[src/drt_consts.vh]
/*
 * constants for the dual reload down counter timer: register offsets, field
 * positions, reset values, divider masks and bus answers.
 * assumes it is included by bare name from each design file that needs it.
 */
`ifndef DRT_CONSTS_VH
`define DRT_CONSTS_VH

// ********************************************************************
// register map, byte addresses on the axi4-lite bus
// ********************************************************************
`define DRT_ADDR_W 8
`define DRT_OFF_CTRL0 8'h00
`define DRT_OFF_CTRL1 8'h04
`define DRT_OFF_MODE 8'h08
`define DRT_OFF_RELOAD 8'h0C
`define DRT_OFF_COUNT 8'h10
`define DRT_OFF_FLAG 8'h14

// ********************************************************************
// field positions
// ********************************************************************
// per timer control word
`define DRT_BIT_RUN 0
`define DRT_BIT_REPEAT 1
`define DRT_BIT_PRESET 2
`define DRT_BIT_DIV_LO 4
`define DRT_BIT_DIV_HI 5
// mode word
`define DRT_BIT_CHAIN 0
`define DRT_BIT_SRC 1
`define DRT_BIT_STATIC 2
// flag word
`define DRT_BIT_FLAG0 0
`define DRT_BIT_FLAG1 1

// ********************************************************************
// reset values
// ********************************************************************
`define DRT_RST_BIT 1'h0
`define DRT_RST_DIV 2'h0
`define DRT_RST_BYTE 8'h00
`define DRT_RST_PHASE 6'h00

// ********************************************************************
// prescaler masks for divide by 1, 4, 16, 64
// ********************************************************************
`define DRT_DIV_CODE_1 2'h0
`define DRT_DIV_CODE_4 2'h1
`define DRT_DIV_CODE_16 2'h2
`define DRT_DIV_CODE_64 2'h3
`define DRT_DIV_MASK_1 6'h00
`define DRT_DIV_MASK_4 6'h03
`define DRT_DIV_MASK_16 6'h0F
`define DRT_DIV_MASK_64 6'h3F

// ********************************************************************
// axi4-lite answers
// ********************************************************************
`define DRT_RESP_OKAY 2'h0
`define DRT_RESP_SLVERR 2'h2

`endif

[src/drt_prescaler.v]
/*
 * prescaler for one timer channel: divides the system clock by 1, 4, 16
 * or 64 and gives a one-cycle tick enable.
 * assumes run and ratio come from logic on the same clock.
 */
`timescale 1ns/1ps
`include "drt_consts.vh"

module drt_prescaler (
	input wire clk,
	input wire sys_rst,
	input wire run,
	input wire [1:0] ratio,
	output wire tick
);

	// ********************************************************************
	// phase counter
	// ********************************************************************
	reg [5:0] phase_reg; // free count while running
	reg [5:0] mask; // low bits that must all be set

	// ratio code to mask
	always @* begin
		case (ratio)
			`DRT_DIV_CODE_1: mask = `DRT_DIV_MASK_1;
			`DRT_DIV_CODE_4: mask = `DRT_DIV_MASK_4;
			`DRT_DIV_CODE_16: mask = `DRT_DIV_MASK_16;
			`DRT_DIV_CODE_64: mask = `DRT_DIV_MASK_64;
			default: mask = `DRT_DIV_MASK_1;
		endcase
	end

	// source clock only reaches the divider while running, so the
	// phase restarts at zero each time the timer is started
	always @(posedge clk or posedge sys_rst) begin
		if (sys_rst) begin
			phase_reg <= `DRT_RST_PHASE;
		end else if (!run) begin
			phase_reg <= `DRT_RST_PHASE;
		end else begin
			phase_reg <= phase_reg + 6'h01;
		end
	end

	// tick when all masked bits are set
	assign tick = run && ((phase_reg & mask) == mask);

endmodule

[src/drt_timer.v]
/*
 * dual reload down counter timer with an axi4-lite register slave.
 * assumes one 100 MHz clock for bus and counters, and that the prescaler
 * source clock is the system clock itself.
 */
// Our own choices: the register offsets and the AXI4-Lite interface to the registers.
`timescale 1ns/1ps
`include "drt_consts.vh"

module drt_timer #(
	parameter INV_PIN_USE = 1 // 1: second pin inverted pulse, 0: static
) (
	input wire clk,
	input wire sys_rst,
	input wire [7:0] s_axi_awaddr,
	input wire s_axi_awvalid,
	output wire s_axi_awready,
	input wire [31:0] s_axi_wdata,
	input wire [3:0] s_axi_wstrb,
	input wire s_axi_wvalid,
	output wire s_axi_wready,
	output wire [1:0] s_axi_bresp,
	output wire s_axi_bvalid,
	input wire s_axi_bready,
	input wire [7:0] s_axi_araddr,
	input wire s_axi_arvalid,
	output wire s_axi_arready,
	output wire [31:0] s_axi_rdata,
	output wire [1:0] s_axi_rresp,
	output wire s_axi_rvalid,
	input wire s_axi_rready,
	output wire underflow_pulse_t0,
	output wire underflow_pulse_t1,
	output wire serial_clk_pulse,
	output wire pulse_out_pin,
	output wire inverted_pulse_out_pin
);

	// ********************************************************************
	// bus slave state
	// ********************************************************************
	reg aw_held_reg; // write address taken, not yet used
	reg [7:0] aw_addr_reg; // held write address
	reg w_held_reg; // write data taken, not yet used
	reg [31:0] w_data_reg; // held write data
	reg [3:0] w_strb_reg; // held byte enables
	reg bvalid_reg; // write answer pending
	reg [1:0] bresp_reg; // write answer code
	reg rvalid_reg; // read answer pending
	reg [31:0] rdata_reg; // read answer data
	reg [1:0] rresp_reg; // read answer code
	// timer state
	reg [7:0] count_t0_reg; // low or lone counter
	reg [7:0] count_t1_reg; // high or lone counter
	reg [7:0] reload_value_t0; // reload for t0
	reg [7:0] reload_value_t1; // reload for t1
	reg run_ctrl_t0; // t0 running
	reg run_ctrl_t1; // t1 running
	reg repeat_select_t0; // t0 continuous
	reg repeat_select_t1; // t1 continuous
	reg [1:0] divide_ratio_t0; // t0 prescaler code
	reg [1:0] divide_ratio_t1; // t1 prescaler code
	reg chain_wide_select; // one 16-bit counter
	reg pulse_source_select; // 0: t0, 1: t1
	reg static_level_reg; // second pin level when static
	reg underflow_flag_t0; // sticky t0 underflow
	reg underflow_flag_t1; // sticky t1 or wide underflow
	reg halved_underflow_out; // toggles per selected underflow
	reg uf_t0_out_reg; // registered t0 underflow pulse
	reg uf_t1_out_reg; // registered t1 underflow pulse
	reg serial_clk_reg; // registered selected underflow pulse

	// write decode: a write fires once both halves are held and no answer is pending
	wire do_write = aw_held_reg && w_held_reg && !bvalid_reg;
	wire lane0 = do_write && w_strb_reg[0];
	wire lane1 = do_write && w_strb_reg[1];
	wire wr_ctrl0 = lane0 && (aw_addr_reg == `DRT_OFF_CTRL0);
	wire wr_ctrl1 = lane0 && (aw_addr_reg == `DRT_OFF_CTRL1);
	wire wr_mode = lane0 && (aw_addr_reg == `DRT_OFF_MODE);
	wire wr_reload_lo = lane0 && (aw_addr_reg == `DRT_OFF_RELOAD);
	wire wr_reload_hi = lane1 && (aw_addr_reg == `DRT_OFF_RELOAD);
	wire wr_flag = lane0 && (aw_addr_reg == `DRT_OFF_FLAG);
	wire write_mapped = (aw_addr_reg <= `DRT_OFF_FLAG); // dense map from zero, aligned

	// ********************************************************************
	// prescalers and count events
	// ********************************************************************
	wire [1:0] tick_bus; // per timer input clock enable
	// in wide mode t1's ratio is ignored, its run is held low
	wire [1:0] presc_run = {run_ctrl_t1 && !chain_wide_select, run_ctrl_t0};
	wire [3:0] presc_ratio = {divide_ratio_t1, divide_ratio_t0}; // two bits per timer
	wire tick_t0 = tick_bus[0]; // t0 input clock enable
	wire tick_t1 = tick_bus[1]; // t1 input clock enable
	genvar g;
	generate
		for (g = 0; g < 2; g = g + 1) begin : presc
			drt_prescaler drt_prescaler_i (
				.clk(clk), .sys_rst(sys_rst), .run(presc_run[g]),
				.ratio(presc_ratio[2 * g + 1:2 * g]), .tick(tick_bus[g])
			);
		end
	endgenerate

	wire lo_zero = (count_t0_reg == 8'h00);
	wire hi_zero = (count_t1_reg == 8'h00);
	wire lo_wrap = tick_t0 && lo_zero;
	// wide underflow when both halves wrap
	wire uf_wide = chain_wide_select && lo_wrap && hi_zero;
	wire uf_t0_evt = !chain_wide_select && lo_wrap;
	wire uf_t1_evt = chain_wide_select ? uf_wide : (tick_t1 && hi_zero);
	wire uf_pulse_src = chain_wide_select ? uf_wide :
		(pulse_source_select ? uf_t1_evt : uf_t0_evt);

	// t1 preset ignored in wide mode
	wire preset_strobe_t0 = wr_ctrl0 && w_data_reg[`DRT_BIT_PRESET];
	wire preset_strobe_t1 = wr_ctrl1 && w_data_reg[`DRT_BIT_PRESET] && !chain_wide_select;

	// ********************************************************************
	// counters
	// ********************************************************************
	// two 8-bit counters
	// preset wins over a tick in the same cycle; it is the newer intent
	always @(posedge clk or posedge sys_rst) begin
		if (sys_rst) begin
			count_t0_reg <= `DRT_RST_BYTE;
			count_t1_reg <= `DRT_RST_BYTE;
		end else begin
			if (preset_strobe_t0) begin
				count_t0_reg <= reload_value_t0;
			end else if (tick_t0) begin
				// lower half wraps to ff while upper still counts
				count_t0_reg <= !lo_zero ? count_t0_reg - 8'h01 :
					((chain_wide_select && !hi_zero) ? 8'hFF : reload_value_t0);
			end
			// high or lone counter
			if (preset_strobe_t1 || (chain_wide_select && preset_strobe_t0)) begin
				count_t1_reg <= reload_value_t1;
			end else if (chain_wide_select ? lo_wrap : tick_t1) begin
				// upper steps only on lower wrap
				// lone t1 on its own tick
				count_t1_reg <= hi_zero ? reload_value_t1 : count_t1_reg - 8'h01;
			end
		end
	end

	// control bits
	// everything cleared: stopped, one-shot, 8-bit
	always @(posedge clk or posedge sys_rst) begin
		if (sys_rst) begin
			run_ctrl_t0 <= `DRT_RST_BIT;
			run_ctrl_t1 <= `DRT_RST_BIT;
			repeat_select_t0 <= `DRT_RST_BIT;
			repeat_select_t1 <= `DRT_RST_BIT;
			divide_ratio_t0 <= `DRT_RST_DIV;
			divide_ratio_t1 <= `DRT_RST_DIV;
			chain_wide_select <= `DRT_RST_BIT;
			pulse_source_select <= `DRT_RST_BIT;
			static_level_reg <= `DRT_RST_BIT;
			reload_value_t0 <= `DRT_RST_BYTE;
			reload_value_t1 <= `DRT_RST_BYTE;
		end else begin
			// t0 control; a software run write beats the one-shot clear
			if (wr_ctrl0) begin
				run_ctrl_t0 <= w_data_reg[`DRT_BIT_RUN];
				repeat_select_t0 <= w_data_reg[`DRT_BIT_REPEAT];
				divide_ratio_t0 <= w_data_reg[`DRT_BIT_DIV_HI:`DRT_BIT_DIV_LO];
			end else if ((chain_wide_select ? uf_wide : uf_t0_evt) && !repeat_select_t0) begin
				run_ctrl_t0 <= 1'h0;
			end
			// t1 control
			if (wr_ctrl1) begin
				repeat_select_t1 <= w_data_reg[`DRT_BIT_REPEAT];
				divide_ratio_t1 <= w_data_reg[`DRT_BIT_DIV_HI:`DRT_BIT_DIV_LO];
			end
			if (chain_wide_select || (wr_mode && w_data_reg[`DRT_BIT_CHAIN])) begin
				run_ctrl_t1 <= 1'h0;
			end else if (wr_ctrl1) begin
				run_ctrl_t1 <= w_data_reg[`DRT_BIT_RUN];
			end else if (uf_t1_evt && !repeat_select_t1) begin
				run_ctrl_t1 <= 1'h0;
			end
			// repeat set keeps run untouched above
			// mode word
			if (wr_mode) begin
				chain_wide_select <= w_data_reg[`DRT_BIT_CHAIN];
				pulse_source_select <= w_data_reg[`DRT_BIT_SRC];
				static_level_reg <= w_data_reg[`DRT_BIT_STATIC];
			end
			// reload values, one byte lane each
			if (wr_reload_lo) begin
				reload_value_t0 <= w_data_reg[7:0];
			end
			if (wr_reload_hi) begin
				reload_value_t1 <= w_data_reg[15:8];
			end
		end
	end

	// flags, pulses and pins; write one clears, a same-cycle underflow wins
	always @(posedge clk or posedge sys_rst) begin
		if (sys_rst) begin
			underflow_flag_t0 <= `DRT_RST_BIT;
			underflow_flag_t1 <= `DRT_RST_BIT;
			halved_underflow_out <= `DRT_RST_BIT;
			uf_t0_out_reg <= `DRT_RST_BIT;
			uf_t1_out_reg <= `DRT_RST_BIT;
			serial_clk_reg <= `DRT_RST_BIT;
		end else begin
			// t0 flag only outside wide mode
			underflow_flag_t0 <= uf_t0_evt ||
				(underflow_flag_t0 && !(wr_flag && w_data_reg[`DRT_BIT_FLAG0]));
			underflow_flag_t1 <= uf_t1_evt ||
				(underflow_flag_t1 && !(wr_flag && w_data_reg[`DRT_BIT_FLAG1]));
			halved_underflow_out <= halved_underflow_out ^ uf_pulse_src;
			// underflow pulses to interrupt and serial logic
			uf_t0_out_reg <= uf_t0_evt;
			uf_t1_out_reg <= uf_t1_evt;
			serial_clk_reg <= uf_pulse_src;
		end
	end

	assign underflow_pulse_t0 = uf_t0_out_reg;
	assign underflow_pulse_t1 = uf_t1_out_reg;
	assign serial_clk_pulse = serial_clk_reg;
	assign pulse_out_pin = halved_underflow_out;
	// build option for the second pin
	assign inverted_pulse_out_pin = (INV_PIN_USE != 0) ? !halved_underflow_out : static_level_reg;

	// ********************************************************************
	// axi4-lite slave channels
	// ********************************************************************
	// address and data taken in either order; held until both are here
	always @(posedge clk or posedge sys_rst) begin
		if (sys_rst) begin
			aw_held_reg <= 1'h0;
			aw_addr_reg <= 8'h00;
			w_held_reg <= 1'h0;
			w_data_reg <= 32'h00000000;
			w_strb_reg <= 4'h0;
			bvalid_reg <= 1'h0;
			bresp_reg <= `DRT_RESP_OKAY;
		end else begin
			// address phase
			if (s_axi_awvalid && s_axi_awready) begin
				aw_held_reg <= 1'h1;
				aw_addr_reg <= {s_axi_awaddr[7:2], 2'h0};
			end else if (do_write) begin
				aw_held_reg <= 1'h0;
			end
			// data phase
			if (s_axi_wvalid && s_axi_wready) begin
				w_held_reg <= 1'h1;
				w_data_reg <= s_axi_wdata;
				w_strb_reg <= s_axi_wstrb;
			end else if (do_write) begin
				w_held_reg <= 1'h0;
			end
			// answer; unmapped addresses get slverr and change nothing
			if (do_write) begin
				bvalid_reg <= 1'h1;
				bresp_reg <= write_mapped ? `DRT_RESP_OKAY : `DRT_RESP_SLVERR;
			end else if (s_axi_bready) begin
				bvalid_reg <= 1'h0;
			end
		end
	end

	assign s_axi_awready = !aw_held_reg && !bvalid_reg;
	assign s_axi_wready = !w_held_reg && !bvalid_reg;
	assign s_axi_bvalid = bvalid_reg;
	assign s_axi_bresp = bresp_reg;

	// read channel
	// counters read live, no latch needed
	always @(posedge clk or posedge sys_rst) begin
		if (sys_rst) begin
			rvalid_reg <= 1'h0;
			rdata_reg <= 32'h00000000;
			rresp_reg <= `DRT_RESP_OKAY;
		end else if (s_axi_arvalid && s_axi_arready) begin
			rvalid_reg <= 1'h1;
			rresp_reg <= `DRT_RESP_OKAY;
			case ({s_axi_araddr[7:2], 2'h0})
				`DRT_OFF_CTRL0: rdata_reg <= {26'h0, divide_ratio_t0, 2'h0,
					repeat_select_t0, run_ctrl_t0};
				`DRT_OFF_CTRL1: rdata_reg <= {26'h0, divide_ratio_t1, 2'h0,
					repeat_select_t1, run_ctrl_t1};
				`DRT_OFF_MODE: rdata_reg <= {29'h0, static_level_reg,
					pulse_source_select, chain_wide_select};
				`DRT_OFF_RELOAD: rdata_reg <= {16'h0000, reload_value_t1, reload_value_t0};
				`DRT_OFF_COUNT: rdata_reg <= {16'h0000, count_t1_reg, count_t0_reg};
				`DRT_OFF_FLAG: rdata_reg <= {30'h0, underflow_flag_t1, underflow_flag_t0};
				default: begin
					// unmapped: zero data with slverr
					rdata_reg <= 32'h00000000;
					rresp_reg <= `DRT_RESP_SLVERR;
				end
			endcase
		end else if (s_axi_rready) begin
			rvalid_reg <= 1'h0;
		end
	end

	assign s_axi_arready = !rvalid_reg;
	assign s_axi_rvalid = rvalid_reg;
	assign s_axi_rdata = rdata_reg;
	assign s_axi_rresp = rresp_reg;

endmodule

[config.mk]
export PLATFORM = sky130hd
export DESIGN_NAME = drt_timer
export DESIGN_NICKNAME = d
export VERILOG_FILES = /design/src/drt_prescaler.v /design/src/drt_timer.v
export VERILOG_INCLUDE_DIRS = /design/src
export SDC_FILE = /design/constraint.sdc
export NUM_CORES = 1
export LEC_CHECK = 0
export ABC_AREA = 1
export CORE_MARGIN = 2
export CORE_UTILIZATION = 54
export CTS_BUF_LIST = sky130_fd_sc_hd__clkbuf_4 sky130_fd_sc_hd__clkbuf_8
export CTS_CLUSTER_DIAMETER = 150
export DETAILED_ROUTE_END_ITERATION = 6
export DONT_BUFFER_PORTS = 1
export PLACE_DENSITY = 0.78
export SYNTH_ARGS = -nofsm -noshare
export SYNTH_HDL_FRONTEND = slang
export SYNTH_HIERARCHICAL = 1
export SYNTH_SLANG_ARGS = --single-unit
[constraint.sdc]
create_clock -name clk -period 7 [get_ports clk]
set_input_delay 0.35 -clock clk [delete_from_list [all_inputs] [get_ports clk]]
set_output_delay 0.35 -clock clk [all_outputs]
set_load 0.1 [all_outputs]
==> results of run 1 <==
## worst max-delay path, cell delays in order, from the launching register on
cell	delay, ps
sky130_fd_sc_hd__dfrtp_1	770
sky130_fd_sc_hd__nor2_2	1020
sky130_fd_sc_hd__nand2_1	890
sky130_fd_sc_hd__mux2_2	530
## layout make-up
cell class	count	area (µm²)	share of cell area [%]
clock inverter	2	37.5	0.662
multi-input combinational	469	2330	41.1
sequential	107	2680	47.2
clock buffer	12	153	2.69
inverter	76	290	5.12
tap	133	166	2.93
timing repair buffer	2	17.5	0.309
## path summary, 6_finish.rpt
kind	startpoint	end	slack (ps)	depth (start not counted)
max	s_axi_bvalid	w_data_reg[5]	3670	3
min	s_axi_rready	s_axi_rvalid	90	1
max reg2reg	s_axi_bvalid	w_data_reg[5]	3670	3
min reg2reg	reload_value_t0[0]	reload_value_t0[0]	510	2
max in group asynchronous	sys_rst	count_t1_reg[6]	5340	3
min in group asynchronous	sys_rst	presc[1].drt_prescaler_i/phase_reg[5]	420	2
## report_power, final
| group | internal [mW] | switching [mW] |
|---|---|---|
| logic | 0.311 | 0.686 |
| clock network | 0.180 | 0.195 |
| registers | 0.786 | 0.277 |
## cell usage in the layout (no fill, tap or decap), types with 2 or more instances in the layout
master,instances
sky130_fd_sc_hd__a21oi_1,32
sky130_fd_sc_hd__a21oi_2,2
sky130_fd_sc_hd__a22oi_1,9
sky130_fd_sc_hd__clkbuf_4,2
sky130_fd_sc_hd__clkbuf_8,10
sky130_fd_sc_hd__conb_1,18
sky130_fd_sc_hd__dfrtp_1,107
sky130_fd_sc_hd__ha_1,6
sky130_fd_sc_hd__inv_1,72
sky130_fd_sc_hd__inv_4,2
sky130_fd_sc_hd__mux2_2,10
sky130_fd_sc_hd__nand2_1,182
sky130_fd_sc_hd__nand2_2,6
sky130_fd_sc_hd__nand2_4,2
sky130_fd_sc_hd__nand3_1,46
sky130_fd_sc_hd__nand3_2,2
sky130_fd_sc_hd__nand3b_1,4
sky130_fd_sc_hd__nand4_1,7
sky130_fd_sc_hd__nor2_1,56
sky130_fd_sc_hd__nor2_2,9
sky130_fd_sc_hd__nor2_4,3
sky130_fd_sc_hd__o21ai_0,36
sky130_fd_sc_hd__o21ai_1,16
sky130_fd_sc_hd__o22ai_1,6
sky130_fd_sc_hd__xnor2_1,4
sky130_fd_sc_hd__xor2_1,7
## per-stage QoR
| stage | instances | util (%) | area [µm²] | setup WS [ps] | hold slack (ps) |
|---|---|---|---|---|---|
| floorplan | 684 | - | 5500 | 3820 | 141 |
| global placement | 786 | 56.0 | 5470 | 3720 | 158 |
| detailed placement | 786 | 56.0 | 5470 | 3660 | 165 |
| CTS | 801 | 58.0 | 5670 | 3640 | 76.9 |
| global route | 801 | 58.0 | 5670 | 3480 | 85.3 |
| finish | 801 | 58.0 | 5670 | 3670 | 86.2 |
## per-layer routing
layer | GRT usage, % | up-vias
met5 | 0 | -
met4 | 7.72 | 0
met3 | 4.45 | 15
met2 | 35.0 | 172
met1 | 30.7 | 2009
li1 | - | 2100
## logic make-up after synthesis
group / count (synthesis) / synth area share (%)
simple gates: 320 / 25.7
mux: 10 / 2.07
buf+inv: 108 / 9.20
compound gates: 104 / 10.6
xor+xnor: 11 / 1.77
fa+ha+maj: 6 / 1.38
other cells: 1 / 0.0690
flops: 107 / 49.2
## timing repair
item / 4_1_cts / 5_1_grt
hold buffers: 1 / 0
hold endpoints to repair: 30 / 0
gates resized for setup: 0 / 0
==> reports/summary.txt, run 1 <==
outcome -> completed
1st-pass router iterations -> 6
# DRC -> 0
layout net count -> 730
pin slew with the least headroom to its limit -> 1090 ps
clk_skew -> 7.46 ps
final critical-path required period -> 3330 ps
total of warnings raised by yosys -> 6
data required time at the worst endpoint -> 7250 ps
routed length per placed instance -> 14.4 µm
number of enable flip-flop cells after synthesis -> 0
fill cell instance count of the final layout -> 880
ratio of total power to cell area -> 430 mW/mm²
buffer type at the clock tree root -> sky130_fd_sc_hd__clkbuf_8
register bit count reported by yosys -> 107
global route total overflow -> 0
max cap viols -> 0
vias post-DR -> 4296
gr usage total -> 22.2%
mean area per synthesized cell -> 8.15 µm²
total setup violations reported at the end of the flow -> 0
Sum Neg Setup Slack -> 0 ps
wire length the detailed router placed on met1 -> 5.25 mm
RSZ-0062 raised after global routing -> no
number of top-level pins -> 105
initial cell density of the core -> 55.6%
Clock H-tree levels -> 3
library cell with the highest instance count after synthesis -> sky130_fd_sc_hd__nand2_1
highest attainable clock frequency -> 0.300 GHz
share of async-settable or async-resettable flops after synthesis -> 100%
clock input transition at the sequential cells of the worst setup and hold paths -> 90 ps
per-cell via count in the routed design -> 5.36
cell types occupying the most area after synthesis -> sky130_fd_sc_hd__dfrtp_1 49%, sky130_fd_sc_hd__nand2_1 13%, sky130_fd_sc_hd__inv_1 5.0%
Worst Setup End Kind -> flop
total inserted antenna cells -> 0
number of clock buffers inserted by TritonCTS -> 9
number of setup buffers added after CTS -> 0
vias in the first global route -> 4088
signal arrival time at the worst endpoint -> 3580 ps
share of cells above drive strength 1 -> 8.23%
static leakage -> 2.84 nW
worst vdd ir -> 0.429 mV
uppermost layer routed -> met4
Area growth, synth to finish -> 4.28%
number of buffers added on ports -> 0
global-route wire length before repair -> 19.6 mm
cell types with the highest counts after synthesis -> 182 x sky130_fd_sc_hd__nand2_1, 107 x sky130_fd_sc_hd__dfrtp_1, 73 x sky130_fd_sc_hd__inv_1, 58 x sky130_fd_sc_hd__nor2_1, 46 x sky130_fd_sc_hd__nand3_1
met2 wire length -> 5.15 mm
Hold WC Path Type -> primary input to flop
routability cong. -> 0.929
cell type with the largest total area after synthesis -> sky130_fd_sc_hd__dfrtp_1
Die Width -> 104 µm
Clk Latency, worst-skew pair -> 360 ps
Overall Power -> 2.44 mW
number of buffers on the longest clock path -> 2
number of cell rows -> 36
core area -> 0.00977 mm²
met3 layer wire length in the routed design -> 940 µm
Most used DFF post-synth -> sky130_fd_sc_hd__dfrtp_1
cell area after technology mapping -> 0.00544 mm²
antenna-violating nets left -> 0
full die area -> 0.0109 mm²
antenna violations before repair -> 0
number of pins with negative max-slew slack in the final report -> 0
share of the synthesized area in the top cell type -> 49.2%
maximum fanout along the worst path -> 31
TritonCTS clock tree -> yes
share of the clock period used by the worst path after layout -> 47.6%
Final Hold Viols -> 0
share of synthesized area occupied by flip-flops and latches -> 49.2%
Cell variety after synth -> 37
First DRT Iteration DRCs -> 386
critical setup path kind -> flop to flop
Vert. Die Dim -> 104 µm
DPL Wire Length -> 8.46 mm
post-detailed-routing wire length -> 11.5 mm
maximum number of pins on one net before global-route repair -> 78
CTS Sinks -> 107
CP Launch Type -> flop
number of cells produced by synthesis -> 667
Max-Slew Margin vs Limit -> 27.3%
(Power assumes the default switching activity.)
==> inputs of run 2 (changes only) <==
--- a/config.mk
+++ b/config.mk
@@ -13,7 +13,7 @@
 export CTS_CLUSTER_DIAMETER = 150
 export DETAILED_ROUTE_END_ITERATION = 6
 export DONT_BUFFER_PORTS = 1
-export PLACE_DENSITY = 0.78
+export PLACE_DENSITY = 0.81
 export SYNTH_ARGS = -nofsm -noshare
 export SYNTH_HDL_FRONTEND = slang
 export SYNTH_HIERARCHICAL = 1
==> constraint.sdc (replaced) <==
create_clock -name clk -period 2.75 [get_ports clk]
set_input_delay 0.1375 -clock clk [delete_from_list [all_inputs] [get_ports clk]]
set_output_delay 0.1375 -clock clk [all_outputs]
set_load 0.1 [all_outputs]
==> run 2 against run 1 <==
  * Final area increased by 8.5%
  * Non-clock buffer count rose by 52
  * Sequential share of layout area shrank 3.7 points
  * Global-route usage is 0.78 points higher
  * Utilization grew 4.9 points
  * Critical path type unchanged
  * Critical endpoint is now count_t0_reg[4]
  * Largest power group is now combinational cells
  * Highest routed layer unchanged
==> reports/summary.txt, run 2 (same netlist as run 1, synthesis figures left out) <==
outcome -> completed
core area -> 0.00977 mm² (unchanged)
non-filler instance count after layout -> 852 (+6.4%)
Area growth, synth to finish -> 13.1%
buffer type at the clock tree root -> sky130_fd_sc_hd__clkbuf_8
critical hold path startpoint -> s_axi_araddr[2]
number of buffers on the longest clock path -> 2 (unchanged)
share of the clock period used by the worst path after layout -> 70.7% (+23 points)
CTS Sinks -> 107 (unchanged)
Cell Count Post-Placement -> 812 (+3.3%)
antenna-violating nets left -> 0 (unchanged)
maximum fanout along the worst path -> 9 (-71%)
static leakage -> 3.10 nW (+9.0%)
pin slew with the least headroom to its limit -> 929 ps (-161 ps)
layout net count -> 782 (+7.1%)
critical setup path kind -> flop to flop
placed cell area -> 0.00568 mm² (+3.8%)
worst hold path endpoint -> s_axi_rdata[0]
Clock H-tree levels -> 3 (unchanged)
Worst Setup End Kind -> flop
Die Width -> 104 µm (unchanged)
cell-by-cell trace of the critical path -> inv_1, ha_1, nand2_1, nor2_2, clkinv_1, o21ai_4, nand2_1, nand3_1, nand2_1
signal arrival time at the worst endpoint -> 2210 ps (-1370 ps)
Sum Neg Setup Slack -> 0 ps (unchanged)
full die area -> 0.0109 mm² (unchanged)
Crit path buffers/inverters -> 2 (+2)
RSZ-0062 raised after global routing -> no
per-cell via count in the routed design -> 5.40 (+0.67%)
fill cell instance count of the final layout -> 821 (-6.7%)
longest individual stage delay on the worst path -> 420 ps (-600 ps)
routed length per placed instance -> 14.0 µm (-2.7%)
setup slack of the worst register-to-register path -> 810 ps (-2860 ps)
destination of the worst register-to-register timing path -> count_t0_reg[4]
met3 usage -> 4.64% (+0.19 points)
number of pins with negative max-slew slack in the final report -> 0 (unchanged)
DPL Wire Length -> 8.53 mm (+0.81%)
busiest layer in global routing -> met2
data required time at the worst endpoint -> 3010 ps (-4240 ps)
CP Launch Type -> flop
total setup violations reported at the end of the flow -> 0 (unchanged)
worst hold path stage count -> 5 (+4)
family of cells with the greatest summed delay on the critical path -> simple AND/OR/NAND/NOR gates
antenna violations before repair -> 0 (unchanged)
GR met2 Demand/Resource -> 37.0% (+2.0 points)
routability cong. -> 0.838 (-9.8%)
number of clock buffers inserted by TritonCTS -> 9 (unchanged)
share of cells above drive strength 1 -> 11.1% (+2.9 points)
number of cell rows -> 36 (unchanged)
Critical Path Slowest Stage Cell -> sky130_fd_sc_hd__dfrtp_1
Overall Power -> 6.40 mW (+160%)
clk_skew -> 10.1 ps (+2.61 ps)
gr usage total -> 23.0% (+0.78 points)
TritonCTS clock tree -> yes
clock input transition at the sequential cells of the worst setup and hold paths -> 90 ps (about the same)
highest attainable clock frequency -> 0.514 GHz (+71%)
vias post-DR -> 4600 (+7.1%)
worst vdd ir -> 0.992 mV (+130%)
dominant cell type by count on the critical path -> sky130_fd_sc_hd__nand2_1
global-route track usage on met1 -> 31.2% (+0.53 points)
Vert. Die Dim -> 104 µm (unchanged)
global route total overflow -> 0 (unchanged)
depth of the most critical reg-to-reg path -> 9 (+6)
Max-Slew Margin vs Limit -> 38.1% (+11 points)
initial cell density of the core -> 55.6% (unchanged)
1st-pass router iterations -> 5 (-1)
R2R Path Start -> count_t0_reg[0]
global-route wire length before repair -> 20.3 mm (+3.4%)
Final Hold Viols -> 0 (unchanged)
# DRC -> 0 (unchanged)
maximum number of pins on one net before global-route repair -> 55 (-29%)
final critical-path required period -> 1940 ps (-1390 ps)
First DRT Iteration DRCs -> 390 (+1.0%)
Final Instance Area -> 0.00615 mm² (+8.5%)
number of top-level pins -> 105 (unchanged)
max cap viols -> 0 (unchanged)
ratio of total power to cell area -> 1040 mW/mm² (+140%)
number of buffers added on ports -> 0 (unchanged)
Critical Path Stages -> 9 (+6)
total inserted antenna cells -> 0 (unchanged)
Hold WC Path Type -> primary input to flop
vias in the first global route -> 4174 (+2.1%)
commonest cells after routing, fill and taps aside -> 182 x sky130_fd_sc_hd__nand2_1, 107 x sky130_fd_sc_hd__dfrtp_1, 72 x sky130_fd_sc_hd__inv_1, 56 x sky130_fd_sc_hd__nor2_1, 46 x sky130_fd_sc_hd__nand3_1
Clk Latency, worst-skew pair -> 360 ps (about the same)
most frequent standard cell in the layout excluding fill and tap cells -> sky130_fd_sc_hd__nand2_1
post-detailed-routing wire length -> 11.9 mm (+3.5%)
==> run 2: final cells by class <==
type	instances	area, µm²	area share (%)
multi-input combinational	469	2330	37.9
inverter	76	290	4.72
tap	133	166	2.71
clock inverter	3	65.1	1.06
sequential	107	2680	43.5
clock buffer	10	138	2.24
timing repair buffer	54	485	7.89
==> run 2: worst max-delay path by stage <==
stage | start | to | slack, ps
finish | count_t0_reg[0] | count_t0_reg[4] | 810
global route | aw_addr_reg[7] | reload_value_t1[4] | 650
CTS | aw_addr_reg[7] | reload_value_t1[4] | 820
detailed placement | aw_addr_reg[7] | reload_value_t1[4] | 830
global placement | count_t0_reg[0] | count_t0_reg[2] | 880
floorplan | s_axi_bvalid | w_data_reg[3] | 100
==> run 2: per-stage QoR <==
step                      setup WS (ps)  util [%]  hold slack, ps
final                               805      62.9             141
after global routing                649      62.9             167
after CTS                           818      62.9             123
after detailed placement            833      58.1           -47.4
after global placement              880      58.1           -57.4
after floorplan                     104         -           -71.5
==> run 2: tightest hold or removal path, stage by stage <==
cell                      delay [ps]
sky130_fd_sc_hd__nor2_1           40
sky130_fd_sc_hd__nand4_1          90
sky130_fd_sc_hd__nand3_1          80
sky130_fd_sc_hd__nand2_1          80
sky130_fd_sc_hd__nand2_1          50
==> run 2: per-layer routing <==
layer	routed length (µm)	share of wire, %
met4	221	1.8
met3	949	7.9
met2	5510	46
met5	0	0
met1	5270	44
==> run 2: power breakdown <==
| part | internal (mW) | total (mW) | leakage, nW | switching [mW] |
|---|---|---|---|---|
| Sequential | 2.01 | 2.48 | 1.40 | 0.472 |
| Clock | 0.522 | 1.02 | 0.104 | 0.495 |
| Combinational | 0.912 | 2.91 | 1.60 | 1.99 |
| Total | 3.44 | 6.40 | 3.10 | 2.96 |
==> run 2: repair_timing <==
action,4_1_cts,5_1_grt
resized for setup,0,0
hold buffers,27,0
hold endpoints to repair,79,0
setup buffers,0,0
==> inputs of run 3 (changes only) <==
--- a/config.mk
+++ b/config.mk
@@ -6,14 +6,14 @@
 export SDC_FILE = /design/constraint.sdc
 export NUM_CORES = 1
 export LEC_CHECK = 0
-export ABC_AREA = 1
+export ABC_AREA = 0
 export CORE_MARGIN = 2
 export CORE_UTILIZATION = 54
 export CTS_BUF_LIST = sky130_fd_sc_hd__clkbuf_4 sky130_fd_sc_hd__clkbuf_8
 export CTS_CLUSTER_DIAMETER = 150
 export DETAILED_ROUTE_END_ITERATION = 6
 export DONT_BUFFER_PORTS = 1
-export PLACE_DENSITY = 0.81
+export PLACE_DENSITY = 0.78
 export SYNTH_ARGS = -nofsm -noshare
 export SYNTH_HDL_FRONTEND = slang
 export SYNTH_HIERARCHICAL = 1
==> constraint.sdc (replaced) <==
create_clock -name clk -period 2.05 [get_ports clk]
set_input_delay 0.1025 -clock clk [delete_from_list [all_inputs] [get_ports clk]]
set_output_delay 0.1025 -clock clk [all_outputs]
set_load 0.1 [all_outputs]
==> run 3 against run 2 <==
  * The flow now finishes with violations (negative setup slack)
  * Power rose by 27%
  * Setup slack got worse by 950 ps
  * Sequential power rose by 35%
  * Critical path depth fell by 3
  * Sequential share of layout area fell by 3.9 points
  * Global-route usage rose by 1.8 points
  * Utilization rose by 9.6 points
  * Cell count fell by 14%
  * Maximum frequency fell by 12%
  * First-iteration DRC count fell by 39%
  * Count of clock-buffer cells in the layout fell by 1
  * Synthesized area fell by 3.8%
  * Critical path type unchanged
  * Critical endpoint is now count_t1_reg[6]
  * Largest cell class unchanged
==> reports/summary.txt, run 3 <==
outcome -> finished with violations
failing checks -> negative setup slack
critical hold path startpoint -> s_axi_arvalid
Worst Setup End Kind -> flop
number of cells produced by synthesis -> 486 (-27%)
Cell variety after synth -> 61 (+65%)
commonest cells after routing, fill and taps aside -> 105 x sky130_fd_sc_hd__dfrtp_1, 74 x sky130_fd_sc_hd__buf_4, 43 x sky130_fd_sc_hd__nand2_1, 34 x sky130_fd_sc_hd__dlygate4sd3_1, 30 x sky130_fd_sc_hd__mux2_4
vias in the first global route -> 4136 (-0.91%)
Final Hold Viols -> 0 (unchanged)
gr usage total -> 24.8% (+1.8 points)
core area -> 0.00933 mm² (-4.6%)
share of synthesized area occupied by flip-flops and latches -> 51.2% (+2.0 points)
share of cells above drive strength 1 -> 32.5% (+21 points)
First DRT Iteration DRCs -> 236 (-39%)
cell type with the largest total area after synthesis -> sky130_fd_sc_hd__dfrtp_1
routed length per placed instance -> 17.3 µm (+23%)
antenna-violating nets left -> 0 (unchanged)
highest attainable clock frequency -> 0.455 GHz (-12%)
routability cong. -> 0.883 (+5.4%)
number of buffers on the longest clock path -> 2 (unchanged)
final critical-path required period -> 2200 ps (+254 ps)
clock input transition at the sequential cells of the worst setup and hold paths -> 110 ps (+20 ps)
CP Launch Type -> flop
worst hold path endpoint -> s_axi_rdata[1]
maximum fanout along the worst path -> 12 (+3)
buffer type at the clock tree root -> sky130_fd_sc_hd__clkbuf_8
register bit count reported by yosys -> 107 (unchanged)
per-cell via count in the routed design -> 5.72 (+6.0%)
clk_skew -> 17.0 ps (+6.95 ps)
Final Instance Area -> 0.00677 mm² (+10%)
area used by multi-input combinational logic -> 0.00261 mm² (+12%)
cell types with the highest counts after synthesis -> 107 x sky130_fd_sc_hd__dfrtp_1, 48 x sky130_fd_sc_hd__nand2_1, 47 x sky130_fd_sc_hd__mux2_2, 31 x sky130_fd_sc_hd__o21ai_0, 26 x sky130_fd_sc_hd__nor2_1
global route total overflow -> 0 (unchanged)
crit path setup slack, layout -> -149 ps (-954 ps)
depth of the most critical reg-to-reg path -> 6 (-3)
data required time at the worst endpoint -> 2310 ps (-700 ps)
smallest hold slack -> 25.3 ps (-116 ps)
share of the synthesized area in the top cell type -> 51.2% (+2.0 points)
share of the clock period used by the worst path after layout -> 107% (+37 points)
TritonCTS clock tree -> yes
number of pins with negative max-slew slack in the final report -> 0 (unchanged)
ratio of total power to cell area -> 1210 mW/mm² (+16%)
number of top-level pins -> 105 (unchanged)
worst hold path stage count -> 3 (-2)
maximum number of pins on one net before global-route repair -> 53 (-3.6%)
number of buffers added on ports -> 0 (unchanged)
total of warnings raised by yosys -> 6 (unchanged)
Clock H-tree levels -> 3 (unchanged)
core occupancy in the finished layout -> 72.5% (+9.6 points)
Max-Slew Margin vs Limit -> 61.7% (+24 points)
storage element area -> 0.00268 mm² (about the same)
Die Width -> 102 µm (-1.9%)
setup slack of the worst register-to-register path -> -150 ps (-950 ps)
vias post-DR -> 4194 (-8.8%)
static leakage -> 3.07 nW (-0.93%)
fill cell instance count of the final layout -> 641 (-22%)
number of clock buffers inserted by TritonCTS -> 9 (unchanged)
initial cell density of the core -> 56.1% (+0.44 points)
worst vdd ir -> 1.44 mV (+45%)
destination of the worst register-to-register timing path -> count_t1_reg[6]
Most used DFF post-synth -> sky130_fd_sc_hd__dfrtp_1
pin slew with the least headroom to its limit -> 572 ps (-357 ps)
placed cell area -> 0.00597 mm² (+5.1%)
total inserted antenna cells -> 0 (unchanged)
cell types occupying the most area after synthesis -> sky130_fd_sc_hd__dfrtp_1 51%, sky130_fd_sc_hd__mux2_2 10%, sky130_fd_sc_hd__nand2_1 3.4%
RSZ-0062 raised after global routing -> yes
number of enable flip-flop cells after synthesis -> 0 (unchanged)
critical setup path kind -> flop to flop
mean area per synthesized cell -> 10.8 µm² (+32%)
Clk Latency, worst-skew pair -> 380 ps (+20 ps)
full die area -> 0.0105 mm² (-3.7%)
post-placement setup slack -> -216 ps (-1050 ps)
Vert. Die Dim -> 102 µm (-1.9%)
# DRC -> 0 (unchanged)
share of async-settable or async-resettable flops after synthesis -> 100% (unchanged)
max cap viols -> 0 (unchanged)
post-detailed-routing wire length -> 12.7 mm (+6.2%)
number of cell rows -> 35 (-2.8%)
CTS Sinks -> 107 (unchanged)
Area growth, synth to finish -> 29.4%
library cell with the highest instance count after synthesis -> sky130_fd_sc_hd__dfrtp_1
layout net count -> 664 (-15%)
cell area after technology mapping -> 0.00523 mm² (-3.8%)
total setup violations reported at the end of the flow -> 25 (+25)
Hold WC Path Type -> primary input to flop
most frequent standard cell in the layout excluding fill and tap cells -> sky130_fd_sc_hd__dfrtp_1
global-route wire length before repair -> 20.0 mm (-1.3%)
signal arrival time at the worst endpoint -> 2460 ps (+250 ps)
DPL Wire Length -> 8.80 mm (+3.2%)
R2R Path Start -> aw_addr_reg[6]
1st-pass router iterations -> 5 (unchanged)
antenna violations before repair -> 0 (unchanged)
==> run 3: cell count changes in the layout (fill, tap and decap cells not counted), moves of 10 or more <==
cell                      before  now
sky130_fd_sc_hd__a21oi_1      32   15
sky130_fd_sc_hd__and2_1        0   10
sky130_fd_sc_hd__buf_4        26   74
sky130_fd_sc_hd__inv_1        72   17
sky130_fd_sc_hd__mux2_4        0   30
sky130_fd_sc_hd__nand2_1     182   43
sky130_fd_sc_hd__nand3_1      46   13
sky130_fd_sc_hd__nor2_1       56   18
sky130_fd_sc_hd__o21ai_0      36   18
==> run 3: logic make-up after synthesis <==
logic type	synth area share, %
xor gates and xnor gates	1.34
muxes	11.7
adders and majority gates	1.44
other	0.0717
DFF	51.2
buffers and inverters	5.67
AOI/OAI and AO/OA	14.8
and+or+nand+nor	13.9
==> run 3: power by group <==
part,internal [mW],switching [mW]
Sequential,2.73,0.627
Combinational,1.58,2.01
Clock,0.463,0.748
Total,4.77,3.38
==> run 3: repair_timing <==
item                                    CTS  global route
hold buffers                             34             0
endpoints found under the hold margin    57             0
setup buffers                             3             4
pin swaps                                 7             9
endpoints found under the setup margin   35            35
gates resized for setup                  14            44
==> run 3: per-stage QoR <==
stage	setup TNS [ps]	total power [mW]	std cells
final	-1440	8.15	733
after global routing	-2920	8.59	733
after global placement	-2570	6.47	676
after floorplan	-2580	5.72	503
after detailed placement	-3690	6.59	676
after CTS	-1400	7.93	729
==> run 3: worst max path at each step <==
stage	cells past startpoint	end	from
floorplan	7	count_t1_reg[4]	s_axi_bvalid
global placement	5	count_t1_reg[2]	aw_addr_reg[6]
detailed placement	6	count_t1_reg[6]	aw_addr_reg[6]
CTS	5	count_t1_reg[0]	aw_addr_reg[6]
global route	5	count_t1_reg[0]	aw_addr_reg[6]
finish	6	count_t1_reg[6]	aw_addr_reg[6]
==> run 3: layer usage <==
| layer | wire, µm | vias to the layer above | share of wire (%) | global-route usage, % |
|---|---|---|---|---|
| met2 | 6390 | 145 | 50 | 41.9 |
| met5 | 0 | - | 0 | 0 |
| met4 | 284 | 0 | 2.2 | 8.92 |
| met3 | 592 | 24 | 4.7 | 4.99 |
| met1 | 5420 | 2091 | 43 | 32.0 |
| li1 | - | 1934 | - | - |
==> run 3: final cells by class <==
cell class / count / area share, %
clock buffer: 9 / 1.83
clock inverter: 7 / 0.851
inverter: 20 / 1.22
multi-input combinational: 342 / 38.6
sequential: 107 / 39.6
tap: 129 / 2.39
timing repair buffer: 119 / 15.5
==> run 3: worst max-delay path, stage by stage, from the launching register on <==
cell,delay [ps]
sky130_fd_sc_hd__dfrtp_1,390
sky130_fd_sc_hd__or4_4,560
sky130_fd_sc_hd__or2_4,290
sky130_fd_sc_hd__o31ai_4,320
sky130_fd_sc_hd__buf_12,190
sky130_fd_sc_hd__mux2i_2,250
sky130_fd_sc_hd__a22oi_2,100
